==> config.mk <==
export PLATFORM = sky130hd
export DESIGN_NAME = osl_shadow_loader
export DESIGN_NICKNAME = d
export VERILOG_FILES = /design/src/osl_pkg.sv /design/src/osl_shadow_loader.sv /design/src/osl_secded_dec.sv /design/src/osl_apb_slave.sv
export SDC_FILE = /design/constraint.sdc
export NUM_CORES = 2
export LEC_CHECK = 0
export ABC_AREA = 0
export BUFFER_PORTS_ARGS = -buffer_cell sky130_fd_sc_hd__clkbuf_2
export CAP_MARGIN = 20
export CELL_PAD_IN_SITES_DETAIL_PLACEMENT = 0
export CELL_PAD_IN_SITES_GLOBAL_PLACEMENT = 1
export CORE_UTILIZATION = 39
export CTS_CLUSTER_DIAMETER = 150
export CTS_CLUSTER_SIZE = 14
export DETAILED_ROUTE_END_ITERATION = 16
export PLACE_DENSITY_LB_ADDON = 0.1
export SYNTH_ARGS = -nofsm -noshare
export SYNTH_HDL_FRONTEND = slang
export SYNTH_SLANG_ARGS = --single-unit
==> constraint.sdc <==
create_clock -name clk -period 3.6 [get_ports clk]
set_input_delay 0.54 -clock clk [delete_from_list [all_inputs] [get_ports clk]]
set_output_delay 0.54 -clock clk [all_outputs]
set_load 0.1 [all_outputs]
==> src/osl_pkg.sv <==
// constants and types shared by the shadow loader files
package osl_pkg;
  localparam int SHADOW_BYTES = 48;
  localparam int DATA_BITS    = 64;
  localparam int CODE_BITS    = 72;
  localparam int SYN_BITS     = 7;
  localparam int BLK_W        = 3;
  localparam int MARGIN_W     = 3;
  localparam int IDX_W        = 8;
  localparam int ADDR_W       = 12;

  localparam logic [BLK_W-1:0]    LAST_BLOCK    = 3'h5;
  localparam logic [MARGIN_W-1:0] MARGIN_NORMAL = 3'h0;
  // hardware defaults of the shadow range, byte 0 in the low bits
  localparam logic [SHADOW_BYTES*8-1:0] SHADOW_DEFAULT = {SHADOW_BYTES{8'h00}};

  // register word indices; byte address is four times the index
  localparam logic [IDX_W-1:0] IDX_LAST_SHADOW = 8'h2F;
  localparam logic [IDX_W-1:0] IDX_DIAG        = 8'h30;
  localparam logic [IDX_W-1:0] IDX_FAULT       = 8'h31;
  localparam logic [IDX_W-1:0] IDX_SEC_BLK     = 8'h32;
  localparam logic [IDX_W-1:0] IDX_DED_BLK     = 8'h33;
  localparam logic [IDX_W-1:0] IDX_FCLR        = 8'h34;
  localparam logic [IDX_W-1:0] IDX_STATUS      = 8'h35;

  // field positions
  localparam int MARGIN_LSB = 0;
  localparam int GO_BIT     = 3;
  localparam int SEC_BIT    = 0;
  localparam int DED_BIT    = 1;
  localparam int CLR_BIT    = 0;
  localparam int BUSY_BIT   = 0;

  typedef enum logic [1:0] {S_IDLE, S_DEFLT, S_READ} osl_state_t;

  function automatic logic isParityPos(input int pos);
    return (pos & (pos - 1)) == 0;
  endfunction : isParityPos
endpackage : osl_pkg

==> src/osl_shadow_loader.sv <==
// shadow register loader with SECDED-checked nonvolatile blocks
//
// The implementer's own choices: the address map and the APB slave port.
`timescale 1ns/1ps
module osl_shadow_loader (
  input  wire logic                                clk,
  input  wire logic                                arst_n,
  input  wire logic                                psel,
  input  wire logic                                penable,
  input  wire logic                                pwrite,
  input  wire logic [osl_pkg::ADDR_W-1:0]          paddr,
  input  wire logic [31:0]                         pwdata,
  output logic      [31:0]                         prdata,
  output logic                                     pready,
  output logic                                     pslverr,
  input  wire logic                                wakeLoad,
  output logic                                     nvmReq,
  output logic      [osl_pkg::BLK_W-1:0]           nvmBlock,
  output logic      [osl_pkg::MARGIN_W-1:0]        nvmMargin,
  input  wire logic                                nvmValid,
  input  wire logic [osl_pkg::CODE_BITS-1:0]       nvmCode,
  output logic      [osl_pkg::SHADOW_BYTES*8-1:0]  shadow,
  output logic                                     loadBusy
);
  osl_pkg::osl_state_t                   state, next_state;
  logic [osl_pkg::BLK_W-1:0]             next_nvmBlock;
  logic [osl_pkg::MARGIN_W-1:0]          next_nvmMargin;
  logic [osl_pkg::MARGIN_W-1:0]          marginSel, next_marginSel;
  logic [osl_pkg::SHADOW_BYTES*8-1:0]    next_shadow;
  logic                                  singleFlag, next_singleFlag;
  logic                                  doubleFlag, next_doubleFlag;
  logic [osl_pkg::BLK_W-1:0]             correctedIdx, next_correctedIdx;
  logic [osl_pkg::BLK_W-1:0]             uncorrIdx, next_uncorrIdx;
  logic                                  wakePending, next_wakePending;
  logic [osl_pkg::DATA_BITS-1:0]         decData;
  logic                                  decSingle;
  logic                                  decDouble;
  logic                                  wrStrobe;
  logic [osl_pkg::IDX_W-1:0]             regIdx;
  logic [31:0]                           rdValue;
  logic                                  marginGo;
  logic                                  flagClear;
  logic                                  blockTaken;

  osl_apb_slave u_apb (
    .clk      (clk),
    .arst_n   (arst_n),
    .psel     (psel),
    .penable  (penable),
    .pwrite   (pwrite),
    .paddr    (paddr),
    .rdValue  (rdValue),
    .prdata   (prdata),
    .pready   (pready),
    .pslverr  (pslverr),
    .wrStrobe (wrStrobe),
    .regIdx   (regIdx)
  );

  osl_secded_dec u_dec (
    .code      (nvmCode),
    .data      (decData),
    .singleErr (decSingle),
    .doubleErr (decDouble)
  );

  function automatic logic [osl_pkg::DATA_BITS-1:0] blockWord(
    input logic [osl_pkg::SHADOW_BYTES*8-1:0] img,
    input logic [osl_pkg::BLK_W-1:0]          b
  );
    return img[int'(b)*osl_pkg::DATA_BITS +: osl_pkg::DATA_BITS];
  endfunction : blockWord

  assign nvmReq     = (state == osl_pkg::S_READ);
  assign loadBusy   = (state != osl_pkg::S_IDLE);
  assign blockTaken = nvmReq && nvmValid;
  assign marginGo   = wrStrobe && regIdx == osl_pkg::IDX_DIAG && pwdata[osl_pkg::GO_BIT];
  assign flagClear  = wrStrobe && regIdx == osl_pkg::IDX_FCLR && pwdata[osl_pkg::CLR_BIT];

  // shadow range readback plus control and status words
  always_comb begin
    rdValue = 32'h0000_0000;
    if (regIdx <= osl_pkg::IDX_LAST_SHADOW) begin
      rdValue[7:0] = shadow[int'(regIdx)*8 +: 8];
    end else begin
      unique case (regIdx)
        osl_pkg::IDX_DIAG:    rdValue[osl_pkg::MARGIN_LSB +: osl_pkg::MARGIN_W] = marginSel;
        osl_pkg::IDX_FAULT: begin
          rdValue[osl_pkg::SEC_BIT] = singleFlag;
          rdValue[osl_pkg::DED_BIT] = doubleFlag;
        end
        osl_pkg::IDX_SEC_BLK: rdValue[osl_pkg::BLK_W-1:0] = correctedIdx;
        osl_pkg::IDX_DED_BLK: rdValue[osl_pkg::BLK_W-1:0] = uncorrIdx;
        osl_pkg::IDX_STATUS:  rdValue[osl_pkg::BUSY_BIT] = loadBusy;
        default:              rdValue = 32'h0000_0000;
      endcase
    end
  end

  always_comb begin
    next_state        = state;
    next_nvmBlock     = nvmBlock;
    next_nvmMargin    = nvmMargin;
    next_marginSel    = marginSel;
    next_shadow       = shadow;
    next_singleFlag   = singleFlag;
    next_doubleFlag   = doubleFlag;
    next_correctedIdx = correctedIdx;
    next_uncorrIdx    = uncorrIdx;
    next_wakePending  = wakePending;
    if (wrStrobe && regIdx == osl_pkg::IDX_DIAG) begin
      next_marginSel = pwdata[osl_pkg::MARGIN_LSB +: osl_pkg::MARGIN_W];
    end
    // software shadow writes only while idle; a load owns the image
    if (wrStrobe && regIdx <= osl_pkg::IDX_LAST_SHADOW && state == osl_pkg::S_IDLE) begin
      next_shadow[int'(regIdx)*8 +: 8] = pwdata[7:0];
    end
    // clear both flags; sets below win
    if (flagClear) begin
      next_singleFlag = 1'b0;
      next_doubleFlag = 1'b0;
    end
    if (wakeLoad) begin
      next_wakePending = 1'b1;
    end
    unique case (state)
      osl_pkg::S_IDLE: begin
        // trigger starts reload at the chosen margin
        if (marginGo) begin
          next_nvmMargin = pwdata[osl_pkg::MARGIN_LSB +: osl_pkg::MARGIN_W];
          next_state     = osl_pkg::S_DEFLT;
        end else if (wakePending || wakeLoad) begin
          next_nvmMargin   = osl_pkg::MARGIN_NORMAL;
          next_wakePending = 1'b0;
          next_state       = osl_pkg::S_DEFLT;
        end
      end
      osl_pkg::S_DEFLT: begin
        next_shadow   = osl_pkg::SHADOW_DEFAULT;
        next_nvmBlock = '0;
        next_state    = osl_pkg::S_READ;
      end
      osl_pkg::S_READ: begin
        if (nvmValid) begin
          // each block on its own result
          if (!decDouble) begin
            next_shadow[int'(nvmBlock)*osl_pkg::DATA_BITS +: osl_pkg::DATA_BITS] = decData;
          end
          if (decSingle) begin
            next_singleFlag   = 1'b1;
            next_correctedIdx = nvmBlock;
          end
          if (decDouble) begin
            next_doubleFlag = 1'b1;
            next_uncorrIdx  = nvmBlock;
          end
          // always move on to the next block, or back to idle after LAST_BLOCK
          if (nvmBlock == osl_pkg::LAST_BLOCK) begin
            next_state = osl_pkg::S_IDLE;
          end else begin
            next_nvmBlock = nvmBlock + 1'b1;
          end
        end
      end
    endcase
  end

  // wakePending resets high so the first load follows reset release
  always_ff @(posedge clk or negedge arst_n) begin
    if (!arst_n) begin
      state        <= osl_pkg::S_IDLE;
      nvmBlock     <= '0;
      nvmMargin    <= osl_pkg::MARGIN_NORMAL;
      marginSel    <= osl_pkg::MARGIN_NORMAL;
      shadow       <= osl_pkg::SHADOW_DEFAULT;
      singleFlag   <= 1'b0;
      doubleFlag   <= 1'b0;
      correctedIdx <= '0;
      uncorrIdx    <= '0;
      wakePending  <= 1'b1;
    end else begin
      state        <= next_state;
      nvmBlock     <= next_nvmBlock;
      nvmMargin    <= next_nvmMargin;
      marginSel    <= next_marginSel;
      shadow       <= next_shadow;
      singleFlag   <= next_singleFlag;
      doubleFlag   <= next_doubleFlag;
      correctedIdx <= next_correctedIdx;
      uncorrIdx    <= next_uncorrIdx;
      wakePending  <= next_wakePending;
    end
  end
endmodule : osl_shadow_loader

==> src/osl_secded_dec.sv <==
// (72,64) single-correct double-detect decoder, combinational
`timescale 1ns/1ps
module osl_secded_dec (
  input  wire logic [osl_pkg::CODE_BITS-1:0] code,
  output logic      [osl_pkg::DATA_BITS-1:0] data,
  output logic                               singleErr,
  output logic                               doubleErr
);
  logic [osl_pkg::SYN_BITS-1:0]  syn;
  logic                          par;
  logic [osl_pkg::CODE_BITS-1:0] fixed;
  int                            j;

  always_comb begin
    syn   = '0;
    par   = 1'b0;
    j     = 0;
    data  = '0;
    for (int i = 0; i < osl_pkg::CODE_BITS; i++) begin
      if (code[i]) begin
        syn = syn ^ osl_pkg::SYN_BITS'(i);
        par = ~par;
      end
    end
    singleErr = par && (int'(syn) < osl_pkg::CODE_BITS);
    doubleErr = (!par && syn != '0) || (par && int'(syn) >= osl_pkg::CODE_BITS);
    fixed = code;
    if (singleErr) begin
      fixed[syn] = ~fixed[syn];
    end
    for (int i = 1; i < osl_pkg::CODE_BITS; i++) begin
      if (!osl_pkg::isParityPos(i)) begin
        data[j] = fixed[i];
        j = j + 1;
      end
    end
  end
endmodule : osl_secded_dec

==> src/osl_apb_slave.sv <==
// APB slave front end: decode, zero-wait ready, registered read data
`timescale 1ns/1ps
module osl_apb_slave (
  input  wire logic                      clk,
  input  wire logic                      arst_n,
  input  wire logic                      psel,
  input  wire logic                      penable,
  input  wire logic                      pwrite,
  input  wire logic [osl_pkg::ADDR_W-1:0] paddr,
  input  wire logic [31:0]               rdValue,
  output logic      [31:0]               prdata,
  output logic                           pready,
  output logic                           pslverr,
  output logic                           wrStrobe,
  output logic      [osl_pkg::IDX_W-1:0] regIdx
);
  logic        mapped;
  logic [31:0] next_prdata;

  assign regIdx = paddr[osl_pkg::IDX_W+1:2];
  assign mapped = (paddr[1:0] == 2'h0) && (paddr[osl_pkg::ADDR_W-1:osl_pkg::IDX_W+2] == 2'h0)
                  && (regIdx <= osl_pkg::IDX_STATUS);
  assign pready   = 1'b1;
  assign pslverr  = psel && penable && !mapped;
  // unmapped writes are dropped, flagged by pslverr
  assign wrStrobe = psel && penable && pwrite && mapped;

  // read data captured in the setup cycle so it stands as a flop output
  always_comb begin
    next_prdata = prdata;
    if (psel && !penable) begin
      next_prdata = (mapped && !pwrite) ? rdValue : 32'h0000_0000;
    end
  end

  always_ff @(posedge clk or negedge arst_n) begin
    if (!arst_n) begin
      prdata <= 32'h0000_0000;
    end else begin
      prdata <= next_prdata;
    end
  end
endmodule : osl_apb_slave

==> out/results.txt <==
outcome -> complete, but fails checks
violated checks -> setup timing
CTS tree -> yes
grt total ovfl -> 0
Root Buffer -> clkbuf_16
CP most frequent cell -> xnor3_2
Reg clk slew, reported paths -> 80 ps
Leakage Power -> 18.14 nW
ys async rst share -> 1.000
number of remaining DRC errors -> 0
CP Launch Type -> input pin
Yosys warnings -> 0
die width -> 269.8 µm
Synth Area in XOR/XNOR -> 0.05989
maximum buffer depth of the clock tree -> 3
Slew Limit Fails -> 0
Combinational Power Share -> 0.711
post-route minimum period -> 4025 ps
row cnt -> 97
commonest non-fill, non-tap cell in the layout -> buf_4
crit-path leading delay family -> XOR/XNOR gates
multiplexer share of the synthesized area -> 0.2028
first drt pass iteration count -> 6
P_int -> 16.22 mW
largest family of logic cells by synthesized area -> multiplexers
Final Non-Filler Cells -> 4817
worst rel slew slack -> 0.3548
MaxCap Viol Count -> 0
RSZ-0062 raised after global routing -> yes
f_max -> 248.5 MHz
vias in the first global route -> 30780
register share of total power -> 0.165
PortBufs -> 499
total power -> 30.62 mW
PnR worst setup slack -> -424.6 ps
HP Class -> input pin to flip-flop
power density cells -> 736.5 nW/µm²
Post-Route Skew -> 23.64 ps
synthesized area per cell -> 9.774 µm²
H-tree Lvls -> 2
sw frac -> 0.4704
Distinct cells, synth -> 78
drt total wl -> 186.7 mm
initial antenna violation count -> 14
Fin. Hold Viols -> 0
DIE HEIGHT -> 269.8 µm
worst vdd ir -> 772.3 µV
GPL Wtd Cong -> 1.067
core area -> 70510 µm²
Post-Synthesis Cells -> 2862
Synth Area in Adders -> 0.005368
Min Hold Slack -> 286.9 ps
CP max stage cell -> xnor3_1
arrival time at the worst endpoint -> 4530 ps
Nets -> 3996
flops & latches, synth -> 412
CP max stage delay -> 470 ps
sequential share of the synthesized area -> 0.3686
first-pass GRT wire length -> 247.2 mm
io pins -> 549
Inserted Clock Buffers -> 35
Area Growth Syn to Fin -> 48.64%
aggregate negative setup slack -> -59290 ps
drt wl/cell -> 38.75 µm
final cycle utilization of the critical path -> 1.118
GRT Resource Usage Total -> 0.4824
starting density of the core -> 0.3967
Setup Viol. Count Final -> 308
Synth Area in Compound Gates -> 0.1702
most common flop cell mapped by yosys -> dfrtp_1
# fillers -> 6146
CP Max Fanout -> 5
Post-synth EDFFs -> 0
Placed Cells -> 4658
Crit Path Class -> input pin to flip-flop
CP Data Required Time -> 4100 ps
Clock Sinks -> 412
post-synth top area share -> 0.3677
Cell Area, Synth -> 27970 µm²
simple-gate share of the synthesized area -> 0.1426
Die ar. -> 72800 µm²
drt via density -> 6.856
NetSw -> 14.40 mW
Clock power frac -> 0.124
crit end category -> flip-flop
area leader, netlist -> dfrtp_1
CP Buf/Inv Count -> 4
Final HPWL DP -> 140.1 mm
commonest cells after routing, fill and taps aside -> buf_4, clkbuf_2, dfrtp_1
drt initial violations -> 4981
latest clock arrival within the worst-skew pair -> 590 ps
share of layout cells above drive strength 1 -> 0.4673
Synth area leaders -> dfrtp_1, mux4_2, mux2i_1
actual slew at the worst max-slew pin -> 967.8 ps
via count -> 33030
crit-path cells -> buf_8 > xnor3_2 > xnor2_2 > xnor3_1 > xnor3_2 > buf_6 > mux2i_1 > o221ai_1 > a211oi_2 > or3_4 > or3b_4 > buf_4 > or2_4 > clkbuf_16 > o221ai_2
largest net degree at the start of global routing -> 96
Post-DRT Antenna Nets -> 0
==> stage by stage <==
step,util,area (µm²),setup WS [ps]
2_1_floorplan,-,29320,-648.8
6_report,0.5896,41580,-424.6
3_5_place_dp,0.5236,36920,-1149
4_1_cts,0.5555,39170,-305.2
3_3_place_gp,0.5236,36920,-1120
5_1_grt,0.5893,41560,-462.9
==> cells in the mapped netlist, types with 12 or more instances <==
cell        n
buf_2      15
xor2_1     18
o32a_1     18
dfrtp_1   411
nor2b_1    45
inv_1      45
mux4_2    127
nor4_1     27
a31oi_1    46
nor2_1    183
clkbuf_1  221
xnor3_1    32
o221ai_1   93
and2_1     21
o211ai_1   16
or2_2      12
o22a_1     27
ha_1       12
xnor2_1    60
o22ai_1   208
buf_1      19
nand2_1   274
mux2_2     27
a21oi_1   108
nor3_1    111
nand3_1   149
o21ai_0   103
mux2i_1   249
buf_4      27
==> power by group through the flow <==
stage               logic (mW)  clock network (mW)  registers, mW
detailed placement        15.5                   0           5.12
floorplan                 7.90                   0           5.96
CTS                       18.0                3.75           5.03
global placement          15.4                   0           5.11
finish                    21.8                3.78           5.06
global route              22.1                3.90           5.05
==> final timing paths <==
kind	start	slack, ps	end	cells past startpoint
worst max-delay path	nvmCode[54]	-420	shadow[142]	15
worst min-delay path	wakeLoad	290	wakePending	3
worst max register to register	state[0]	0	shadow[257]	11
worst min register to register	u_apb.prdata[6]	480	u_apb.prdata[6]	2
max in group asynchronous	arst_n	1930	shadow[97]	3
min in group asynchronous	arst_n	520	shadow[379]	2
==> worst reg2reg max path, cell delays in order (launching register included) <==
cell,delay (ps)
dfrtp_1,410
inv_1,130
ha_4,170
clkinvlp_4,140
or4_4,580
or3b_2,530
or3_1,410
buf_12,190
nor2_4,290
buf_4,210
mux2i_1,290
o22ai_4,110
==> repair_timing <==
| item | in CTS | in global routing |
|---|---|---|
| endpoints found under the setup margin | 381 | 375 |
| endpoints found under the hold margin | 64 | 0 |
| hold buffers | 1 | 0 |
| buffers inserted | 37 | 42 |
| resized for setup | 179 | 315 |
| pin swaps | 53 | 119 |
| gates cloned | 11 | 28 |
==> cell families after synthesis <==
group                      count (synthesis)
AOI/OAI and AO/OA                        708
xor gates and xnor gates                 123
adders and majority gates                 12
buffers and inverters                    334
DFF                                      412
muxes                                    404
other                                      2
and+or+nand+nor                          867
==> routing by layer <==
metal	wire length [µm]	GRT usage	up-vias
met5	149	0.008553	-
met2	77160	0.6852	3071
met3	28210	0.1959	680
met4	14010	0.2738	16
met1	67140	0.6177	16470
li1	-	-	12790
==> layout make-up <==
cell class,count,area [µm²],share of cell area
Antenna cell,8,20.02,0.0004815
Timing Repair Buffer,1225,10110,0.2431
Clock buffer,41,898.4,0.02161
Tap cell,940,1176,0.02829
Sequential cell,412,10310,0.2480
Inverter,46,176.4,0.004243
Multi-Input combinational cell,2141,18850,0.4534
Clock inverter,4,35.03,0.0008426
==> registers in the layout, summed over array words and instances, names as in the netlist <==
| register | count |
|---|---|
| state | 2 |
| nvmBlock | 3 |
| wakePending | 1 |
| marginSel | 3 |
| uncorrIdx | 3 |
| u_apb.prdata | 8 |
| nvmMargin | 3 |
| doubleFlag | 1 |
| correctedIdx | 3 |
| shadow | 384 |
| singleFlag | 1 |
No activity file was read; power rests on OpenSTA's default activity.
